File: config.mk
export PLATFORM = sky130hd
export DESIGN_NAME = mcu_interrupt_handler
export DESIGN_NICKNAME = d
export VERILOG_FILES = /design/src/shared/irq_pkg.sv /design/src/shared/irq_arb_if.sv /design/src/rtl/irq_priority_enc.sv /design/src/rtl/mcu_interrupt_handler.sv
export VERILOG_INCLUDE_DIRS = /design/src /design/src/shared
export SDC_FILE = /design/constraint.sdc
export NUM_CORES = 1
export LEC_CHECK = 0
export CAP_MARGIN = 20
export CORE_MARGIN = 2
export CORE_UTILIZATION = 55
export CTS_CLUSTER_DIAMETER = 50
export CTS_CLUSTER_SIZE = 30
export DETAILED_ROUTE_END_ITERATION = 10
export DONT_BUFFER_PORTS = 1
export GPL_TIMING_DRIVEN = 0
export PLACE_DENSITY = 0.7
export SLEW_MARGIN = 0
export SYNTH_ARGS = -nofsm -noshare
export SYNTH_HDL_FRONTEND = slang
export SYNTH_HIERARCHICAL = 1
export SYNTH_SLANG_ARGS = --single-unit
File: constraint.sdc
create_clock -name mclk_i -period 3.18 [get_ports mclk_i]
set_clock_uncertainty 0.15 [all_clocks]
set_input_delay 0.318 -clock mclk_i [delete_from_list [all_inputs] [get_ports mclk_i]]
set_output_delay 0.318 -clock mclk_i [all_outputs]
set_load 0.02 [all_outputs]
File: src/shared/irq_regs.svh
// Register offsets, field positions, reset values and timing counts of the interrupt handler
`ifndef IRQ_REGS_SVH
`define IRQ_REGS_SVH
`define IRQ_EN_OFS 8'hA8
`define IRQ_HWF_OFS 8'hA9
`define IRQ_STS_OFS 8'hD0
`define IRQ_CLR_OFS 8'hD1
`define IRQ_MSK_OFS 8'hD2
`define IRQ_EN_RST 8'h00
`define IRQ_EN_GLOBAL_BIT 7
`define IRQ_EN_SWFLAG_BIT 6
`define IRQ_EN_SRC_MSB 5
`define IRQ_HWF_RST 4'h0
`define IRQ_EVT_RST 3'h0
`define IRQ_EVT_CALL_BIT 0
`define IRQ_EVT_PREEMPT_BIT 1
`define IRQ_EVT_RETURN_BIT 2
`define IRQ_RESET_VECTOR 16'h0000
`define IRQ_VECTOR_BASE 16'h0003
`define IRQ_VECTOR_LAST 16'h005B
`define IRQ_HW_CLEARED_LAST 4'h3
`define IRQ_DETECT_CYCLES 1
`define IRQ_CALL_CYCLES 4
`define IRQ_RETURN_CYCLES 5
`define IRQ_DIVIDE_CYCLES 8
`define IRQ_MIN_RESPONSE (`IRQ_DETECT_CYCLES + `IRQ_CALL_CYCLES)
`define IRQ_MAX_RESPONSE (`IRQ_DETECT_CYCLES + `IRQ_RETURN_CYCLES + `IRQ_DIVIDE_CYCLES + `IRQ_CALL_CYCLES)
`endif

File: src/shared/irq_pkg.sv
// Types and shared functions of the interrupt handler
package irq_pkg;
  typedef enum logic [2:0] {
    ST_IDLE = 3'b001,
    ST_CALL = 3'b010,
    ST_HOLD = 3'b100
  } ctl_state_t;

  // Vector of source idx: base plus eight bytes per source
  function automatic logic [15:0] vector_of(input logic [3:0] idx);
    vector_of = 16'h0003 + {9'h000, idx, 3'b000};
  endfunction
endpackage

File: src/shared/irq_arb_if.sv
// Carrier between the handler and its priority encoder
interface irq_arb_if;
  logic [11:0] req;
  logic [11:0] prio;
  logic allow_lo;
  logic allow_hi;
  logic win_v;
  logic win_hi;
  logic [3:0] win_idx;
  modport enc (input req, prio, allow_lo, allow_hi, output win_v, win_hi, win_idx);
  modport ctl (output req, prio, allow_lo, allow_hi, input win_v, win_hi, win_idx);
endinterface

File: src/rtl/irq_priority_enc.sv
// Two-level priority encoder with fixed tie-break order
module irq_priority_enc (
  irq_arb_if.enc arb
);
  // High level first, then low; lowest index wins inside a level
  always_comb begin
    logic found_hi;
    logic found_lo;
    logic [3:0] idx_hi;
    logic [3:0] idx_lo;
    found_hi = 1'b0;
    found_lo = 1'b0;
    idx_hi = 4'h0;
    idx_lo = 4'h0;
    for (int i = 11; i >= 0; i--) begin
      if (arb.req[i] && arb.prio[i]) begin
        found_hi = 1'b1;
        idx_hi = 4'(i);
      end
      if (arb.req[i] && !arb.prio[i]) begin
        found_lo = 1'b1;
        idx_lo = 4'(i);
      end
    end
    arb.win_v = 1'b0;
    arb.win_hi = 1'b0;
    arb.win_idx = 4'h0;
    if (found_hi && arb.allow_hi) begin
      arb.win_v = 1'b1;
      arb.win_hi = 1'b1;
      arb.win_idx = idx_hi;
    end else if (found_lo && arb.allow_lo) begin
      arb.win_v = 1'b1;
      arb.win_idx = idx_lo;
    end
  end
endmodule

File: src/rtl/mcu_interrupt_handler.sv
// Interrupt handler: pending flags, enables, priority, vector call and latency control
`include "irq_regs.svh"

// Function
// RULE_01: Pending flags are sampled and priority decoded every system clock.
// RULE_02: Fastest response is one detect clock plus four vector call clocks.
// RULE_03: A pending request after a return waits for exactly one more instruction.
// RULE_04: Worst response is eighteen clocks: detect, return, divide, vector call.
// RULE_05: Requests of equal or lower level wait until the running routine ends.
// RULE_06: Reset vector zero; sources vector from 0x0003 in 8-byte steps, fixed order.
// RULE_07: Only pin A, pin B, timer A, timer B flags clear on vectoring.
// RULE_08: Enable register: global bit 7, software flag bit 6, six source enables.
// RULE_09: Individual enables act only while the global enable is set.
// RULE_10: High level preempts low; high never preempted; ties by fixed order.
// RULE_11: Flags set regardless of enable; a flag left set requests again.
// RULE_12: Shared vector sources request when any of their flags is set.
module mcu_interrupt_handler
  import irq_pkg::*;
(
  input wire logic mclk_i,
  input wire logic rst_n_i,
  input wire logic ce_i,
  // Register port
  input wire logic [7:0] reg_addr_i,
  input wire logic [7:0] reg_wdata_i,
  input wire logic reg_we_i,
  input wire logic reg_re_i,
  output logic [7:0] reg_rdata_o,
  // External pins, active low, edge sensitive
  input wire logic ext_irq_pin_a_i,
  input wire logic ext_irq_pin_b_i,
  // Same-clock flag sources
  input wire logic timer_a_overflow_i,
  input wire logic timer_b_overflow_i,
  input wire logic serial_rx_flag_i,
  input wire logic serial_tx_flag_i,
  input wire logic timer_c_high_overflow_flag_i,
  input wire logic timer_c_low_overflow_flag_i,
  input wire logic smbus_flag_i,
  input wire logic adc_window_flag_i,
  input wire logic adc_done_flag_i,
  input wire logic counter_array_overflow_flag_i,
  input wire logic counter_module_flag_i,
  input wire logic comparator_fall_flag_i,
  input wire logic comparator_rise_flag_i,
  // Priority bits of all sources and enables of sources 6 to 11
  input wire logic [11:0] src_prio_i,
  input wire logic [5:0] ext_src_en_i,
  // Instruction sequencer
  input wire logic insn_end_i,
  input wire logic return_from_isr_i,
  output logic vector_call_o,
  output logic [15:0] vector_addr_o,
  output logic [1:0] in_service_o,
  output logic [3:0] hw_flags_o,
  output logic irq_o
);

  typedef struct packed {
    logic [7:0] en;
    logic [3:0] hwf;
    logic [2:0] sync_a;
    logic [2:0] sync_b;
    logic pin_a;
    logic pin_b;
    logic det_v;
    logic det_hi;
    logic [3:0] det_idx;
    ctl_state_t st;
    logic [1:0] cnt;
    logic [1:0] act;
    logic [2:0] sts;
    logic [2:0] msk;
    logic irq;
    logic [7:0] rdata;
    logic call;
    logic [15:0] addr;
  } hstate_t;

  hstate_t q;
  hstate_t d;
  irq_arb_if arb ();

  logic [11:0] pend;
  logic [11:0] src_en;
  logic [3:0] hw_set;
  logic [3:0] hw_clr;
  logic [2:0] evt;
  logic start;
  logic allowed;
  logic wr_en;
  logic wr_hwf;
  logic wr_sts_clr;
  logic wr_msk;

  irq_priority_enc u_enc (
    .arb(arb)
  );

  // Multi-flag sources fold onto their shared vector
  always_comb begin
    pend[0] = q.hwf[0];
    pend[1] = q.hwf[1];
    pend[2] = q.hwf[2];
    pend[3] = q.hwf[3];
    pend[4] = serial_rx_flag_i | serial_tx_flag_i; // RULE_12
    pend[5] = timer_c_high_overflow_flag_i | timer_c_low_overflow_flag_i; // RULE_12
    pend[6] = smbus_flag_i;
    pend[7] = adc_window_flag_i;
    pend[8] = adc_done_flag_i;
    pend[9] = counter_array_overflow_flag_i | counter_module_flag_i; // RULE_12
    pend[10] = comparator_fall_flag_i;
    pend[11] = comparator_rise_flag_i;
  end

  // Global enable overrides every individual enable
  always_comb begin
    if (q.en[`IRQ_EN_GLOBAL_BIT]) begin
      src_en = {ext_src_en_i, q.en[`IRQ_EN_SRC_MSB:0]}; // RULE_09
    end else begin
      src_en = 12'h000; // RULE_09
    end
  end

  // High in service blocks all; low in service admits only high requests
  assign arb.req = pend & src_en; // RULE_11
  assign arb.prio = src_prio_i;
  assign arb.allow_hi = !q.act[1]; // RULE_10
  assign arb.allow_lo = (q.act == 2'b00); // RULE_05

  // Register strobes, decoded by address chain
  always_comb begin
    wr_en = 1'b0;
    wr_hwf = 1'b0;
    wr_sts_clr = 1'b0;
    wr_msk = 1'b0;
    if (reg_we_i && reg_addr_i == `IRQ_EN_OFS) begin
      wr_en = 1'b1;
    end else if (reg_we_i && reg_addr_i == `IRQ_HWF_OFS) begin
      wr_hwf = 1'b1;
    end else if (reg_we_i && reg_addr_i == `IRQ_CLR_OFS) begin
      wr_sts_clr = 1'b1;
    end else if (reg_we_i && reg_addr_i == `IRQ_MSK_OFS) begin
      wr_msk = 1'b1;
    end
  end

  // The detected winner is rechecked against the current service state,
  // since a call or a return may have moved it after detection
  always_comb begin
    if (q.det_hi) begin
      allowed = !q.act[1]; // RULE_10
    end else begin
      allowed = (q.act == 2'b00); // RULE_05
    end
  end

  // A call begins only at an instruction boundary, never inside a call
  assign start = ce_i && insn_end_i && q.det_v && allowed &&
                 (q.st == ST_IDLE || q.st == ST_HOLD); // RULE_03

  // Hardware-set flags: pin edges and timer overflows
  always_comb begin
    // Falling edge read from the synchroniser alone, so no path runs through d
    hw_set[0] = q.pin_a & (q.sync_a[1] == q.sync_a[2]) & ~q.sync_a[2];
    hw_set[1] = timer_a_overflow_i;
    hw_set[2] = q.pin_b & (q.sync_b[1] == q.sync_b[2]) & ~q.sync_b[2];
    hw_set[3] = timer_b_overflow_i;
    hw_clr = 4'h0;
    if (start && q.det_idx <= `IRQ_HW_CLEARED_LAST) begin
      hw_clr[q.det_idx[1:0]] = 1'b1; // RULE_07
    end
  end

  // Events into the sticky status
  always_comb begin
    evt = 3'h0;
    evt[`IRQ_EVT_CALL_BIT] = start;
    evt[`IRQ_EVT_PREEMPT_BIT] = start && q.det_hi && q.act[0];
    evt[`IRQ_EVT_RETURN_BIT] = ce_i && return_from_isr_i && q.st == ST_IDLE;
  end

  // Next state of the whole block
  always_comb begin
    d = q;
    // Three-flop pin synchroniser; level moves when stages two and three agree
    d.sync_a = {q.sync_a[1:0], ext_irq_pin_a_i};
    d.sync_b = {q.sync_b[1:0], ext_irq_pin_b_i};
    if (q.sync_a[1] == q.sync_a[2]) begin
      d.pin_a = q.sync_a[2];
    end
    if (q.sync_b[1] == q.sync_b[2]) begin
      d.pin_b = q.sync_b[2];
    end
    // Detect stage: one clock from flag to registered winner
    d.det_v = arb.win_v; // RULE_01
    d.det_hi = arb.win_hi;
    d.det_idx = arb.win_idx;
    // Software may write the flags; a hardware set still wins
    if (wr_hwf) begin
      d.hwf = reg_wdata_i[3:0];
    end
    d.hwf = (d.hwf & ~hw_clr) | hw_set; // RULE_11
    if (wr_en) begin
      d.en = reg_wdata_i; // RULE_08
    end
    if (wr_msk) begin
      d.msk = reg_wdata_i[2:0];
    end
    // Sticky status: a new event beats a clear in the same cycle
    if (wr_sts_clr) begin
      d.sts = q.sts & ~reg_wdata_i[2:0];
    end
    d.sts = d.sts | evt;
    d.irq = |(d.sts & d.msk);
    d.call = 1'b0;
    case (q.st)
      ST_IDLE: begin
        if (start) begin
          d.st = ST_CALL;
        end else if (return_from_isr_i) begin
          // Leave the innermost level, then let one instruction run
          if (q.act[1]) begin
            d.act[1] = 1'b0; // RULE_05
          end else begin
            d.act[0] = 1'b0; // RULE_05
          end
          d.st = ST_HOLD; // RULE_03
        end
      end
      ST_CALL: begin
        d.call = 1'b1;
        if (q.cnt == 2'(`IRQ_CALL_CYCLES - 1)) begin
          d.call = 1'b0;
          d.cnt = 2'b00;
          d.st = ST_IDLE; // RULE_02
        end else begin
          d.cnt = q.cnt + 2'b01;
        end
      end
      ST_HOLD: begin
        if (start) begin
          d.st = ST_CALL; // RULE_04
        end else if (insn_end_i) begin
          d.st = ST_IDLE; // RULE_03
        end
      end
      default: begin
        d.st = ST_IDLE;
      end
    endcase
    if (start) begin
      // Four call clocks follow the detect clock
      d.call = 1'b1; // RULE_02
      d.cnt = 2'b00;
      d.addr = vector_of(q.det_idx); // RULE_06
      if (q.det_hi) begin
        d.act[1] = 1'b1; // RULE_10
      end else begin
        d.act[0] = 1'b1;
      end
    end
    // Read data stand in the cycle after the strobe; unmapped reads give zero
    d.rdata = 8'h00;
    if (reg_re_i && reg_addr_i == `IRQ_EN_OFS) begin
      d.rdata = q.en;
    end else if (reg_re_i && reg_addr_i == `IRQ_HWF_OFS) begin
      d.rdata = {2'b00, q.act, q.hwf};
    end else if (reg_re_i && reg_addr_i == `IRQ_STS_OFS) begin
      d.rdata = {5'h00, q.sts};
    end else if (reg_re_i && reg_addr_i == `IRQ_MSK_OFS) begin
      d.rdata = {5'h00, q.msk};
    end
  end

  // Single register of all state; clock enable low freezes everything except the synchronous reset
  always_ff @(posedge mclk_i) begin
    if (!rst_n_i) begin
      q.en <= `IRQ_EN_RST; // RULE_08
      q.hwf <= `IRQ_HWF_RST;
      q.sync_a <= 3'h7;
      q.sync_b <= 3'h7;
      q.pin_a <= 1'b1;
      q.pin_b <= 1'b1;
      q.det_v <= 1'b0;
      q.det_hi <= 1'b0;
      q.det_idx <= 4'h0;
      q.st <= ST_IDLE;
      q.cnt <= 2'b00;
      q.act <= 2'b00;
      q.sts <= `IRQ_EVT_RST;
      q.msk <= `IRQ_EVT_RST;
      q.irq <= 1'b0;
      q.rdata <= 8'h00;
      q.call <= 1'b0;
      q.addr <= `IRQ_RESET_VECTOR; // RULE_06
    end else if (ce_i) begin
      q <= d;
    end
  end

  // Outputs straight from the state register
  assign reg_rdata_o = q.rdata;
  assign vector_call_o = q.call;
  assign vector_addr_o = q.addr;
  assign in_service_o = q.act;
  assign hw_flags_o = q.hwf;
  assign irq_o = q.irq;

endmodule

==> flow_metrics.py <==
metrics = {
    "final_layout": {
        "stdcell_count": 488,
        "final_nets": 469,
        "final_cell_mix": "dfxtp_1 (54), nand2_1 (45), buf_4 (31)",
        "area.growth.synth_to_final_pct": 7.67,
        "insertedDiodeCount": 0,
        "final_common_cell": "dfxtp_1",
        "layout-drive-gt1-share_pct": 14.8,
    },
    "floorplanning": {
        "die_h_um": 82.5,
        "num_rows": 28,
        "dieWidth_um": 82.5,
        "die_area_mm2": 0.00681,
        "initial_core_util_pct": 57.0,
        "coreArea_mm2": 0.00596,
        "io_pins": 88,
    },
    "yosys": {
        "ys_types": 64,
        "netlist_instances": 394,
        "ys_async_sr_fraction_pct": 0,
        "synth_seq_area_share_pct": 31.9,
        "synth_top_area_share_pct": 31.9,
        "synth_top_cell_by_area": "dfxtp_1",
        "syn_area_mm2": 0.00339,
        "yosysWarnings": 6,
        "yosys-top-cells-area": "dfxtp_1 (32%), mux2i_1 (8.3%), buf_4 (6.9%)",
        "ys_ff_latch": 54,
        "synth_flop_cell": "dfxtp_1",
        "syn_avg_cell_area_um2": 8.61,
        "synth-edff-count": 0,
    },
    "grt": {
        "grtUsageTotal_pct": 24.1,
        "use_met1_pct": 31.7,
        "overflow": 0,
        "grt_pass1_wl_um": 12500,
        "antenna_found_initial": 0,
        "grt_pass1_vias": 2622,
        "met3_usage_pct": 6.09,
        "grt_max_degree": 18,
        "use_met2_pct": 39.9,
        "busiest_layer": "met2",
    },
    "placement": {
        "dp.cells": 478,
        "gp_congestion": 0.890,
        "hpwl_um": 6020,
        "io_buffers": 0,
    },
    "worst_setup_path": {
        "endpoint_kind": "flip-flop",
        "slowest_stage": "o41ai_1",
        "cpPeakStageDelay_ps": 690,
        "worst_r2r_path_depth": 10,
        "worstPathArrival_ps": 2700,
        "crit_chain": "clkbuf_1 > o211a_1 > or2b_1 > nand4_1 > o41ai_1 > nor2_1 > a22oi_1 > a21oi_1 > mux2i_1 > nor2b_1",
        "rr_startpoint": "q[64]$_SDFFE_PN0P_",
        "ff2ff_setup_slack_ps": 540,
        "worst-path-max-fanout": 10,
        "critPathKind": "reg2reg",
        "crit_required_ps": 3240,
        "r2r_end": "q[39]$_SDFFE_PN0P_",
        "worst-path-buf-inv": 1,
        "critPathLaunchType": "flip-flop",
        "critPathTopFamily": "compound AO/OA/AOI/OAI gates",
    },
    "timing": {
        "finalSetupViolCount": 0,
        "finalMaxSlewViolations": 0,
        "rsz0062_at_grt": "no",
        "finalSetupTns_ps": 0,
        "fmax_mhz": 379,
        "slew-limit-headroom_pct": 55.0,
        "tightest_slew_ps": 666,
        "finalCriticalPeriod_ps": 2640,
        "hold_violations": 0,
        "period_share_pct": 83.1,
    },
    "hold_path": {
        "hold_end": "q[26]$_SDFFE_PN0P_",
        "min-delay-start": "reg_wdata_i[0]",
        "hold_class": "in2reg",
        "whs_path_depth": 2,
    },
    "run": {
        "cap_violations": 0,
    },
    "route": {
        "vias_per_cell": 5.75,
        "drt_pass1_iterations": 4,
        "num_vias": 2804,
        "drtIter0Drc": 177,
        "drcViolationCount": 0,
        "wire_per_inst_um": 16.3,
        "drt_wl_total_um": 7960,
        "final_antenna_net_count": 0,
    },
    "clock_tree": {
        "htreeDepth": 2,
        "insertion_delay_ps": 310,
        "cts_tree": "built",
        "path_clk_slew_ps": 100,
        "ctsResizeCount": 0,
        "cts.path.max_buffers": 2,
        "cts.sinks": 54,
        "cts_made_buffers": 5,
        "root_buffer": "clkbuf_8",
    },
    "power_and_ir_drop": {
        "vdd_drop_max_mv": 0.297,
        "p_per_area_mw_per_mm2": 359,
        "p_leak_nw": 1.42,
    },
    "outcome": {
        "outcome": "complete, no violations",
    },
}
[metal layers]
layer	up-vias	wire, um
met5	-	0
met4	0	67
met3	7	509
met2	78	3710
met1	1309	3670
li1	1410	-
[cells by family after synthesis]
| family | count (synthesis) | synth area share (%) |
|---|---|---|
| flip-flops | 54 | 31.9 |
| adder cells (fa/ha/maj) | 1 | 0.369 |
| multiplexers | 33 | 9.92 |
| AND/OR/NAND/NOR | 151 | 26.3 |
| buffers and inverters | 58 | 11.2 |
| XOR/XNOR | 2 | 0.516 |
| AO/OA/AOI/OAI | 94 | 19.7 |
| other | 1 | 0.111 |
[how the worst max path moves through the flow]
stage / from / cells after the start / to
final: q[64]$_SDFFE_PN0P_ / 10 / q[39]$_SDFFE_PN0P_
after global routing: q[64]$_SDFFE_PN0P_ / 10 / q[39]$_SDFFE_PN0P_
after CTS: q[64]$_SDFFE_PN0P_ / 10 / q[39]$_SDFFE_PN0P_
after detailed placement: q[64]$_SDFFE_PN0P_ / 10 / q[39]$_SDFFE_PN0P_
after global placement: q[64]$_SDFFE_PN0P_ / 10 / q[39]$_SDFFE_PN0P_
after floorplan: q[64]$_SDFFE_PN0P_ / 9 / q[40]$_SDFFE_PN0P_
[registers in the layout (all words and copies together) (netlist names)]
register / flops
d: 4
hw_flags_o: 4
in_service_o: 2
irq_o: 1
q: 29
reg_rdata_o: 8
vector_addr_o: 5
vector_call_o: 1
[synth_stat cells (3+ instances only)]
library cell and number:
o21ai_0 19, a22oi_1 3, dfxtp_1 54, a31oi_1 10, nor2_1 11, o211a_1 4
and2_1 4, nor2b_1 20, nand2_1 45, mux2_2 3, buf_6 5, a21oi_1 10
nand2b_1 17, a21boi_0 14, nand4_1 4, o221ai_1 3, nand3_1 13, inv_1 12
clkbuf_1 9, mux2i_1 28, or3_1 4, a211oi_1 4, o31ai_1 4, and3_1 11
buf_4 31, o21a_1 3
[layout make-up]
class,instances,area (um2)
Buffer,46,337
Clock buffer,5,68.8
Clock inverter,3,43.8
Fill cell,554,2300
Inverter,12,45.0
Multi-Input combinational cell,291,1960
Sequential cell,54,1080
Tap cell,75,93.8
Timing Repair Buffer,2,20.0
[metrics by stage]
step / setup slack [ps] / total power (W) / hold slack [ps] / utilization (%) / area [um2]
3_5_place_dp: 590 / 0.000852 / 302 / 59.1 / 3520
4_1_cts: 564 / 0.00132 / 8.66 / 61.3 / 3650
2_1_floorplan: 905 / 0.000828 / 291 / - / 3430
6_report: 538 / 0.00131 / 18.1 / 61.3 / 3650
5_1_grt: 323 / 0.00137 / 14.9 / 61.3 / 3650
3_3_place_gp: 628 / 0.000850 / 300 / 59.1 / 3520
[repair_timing]
action,4_1_cts,5_1_grt
setup endpoints to repair,0,0
hold buffers,2,0
endpoints found under the hold margin,2,0
buffers inserted,0,0
[power breakdown]
part | switching [W] | leakage [nW] | total, W | internal (W)
sequential | 0.0000144 | 0.438 | 0.000703 | 0.000688
clock | 0.000235 | 0.0585 | 0.000472 | 0.000236
combinational | 0.0000748 | 0.928 | 0.000137 | 0.0000620
(Power assumes the default switching activity.)
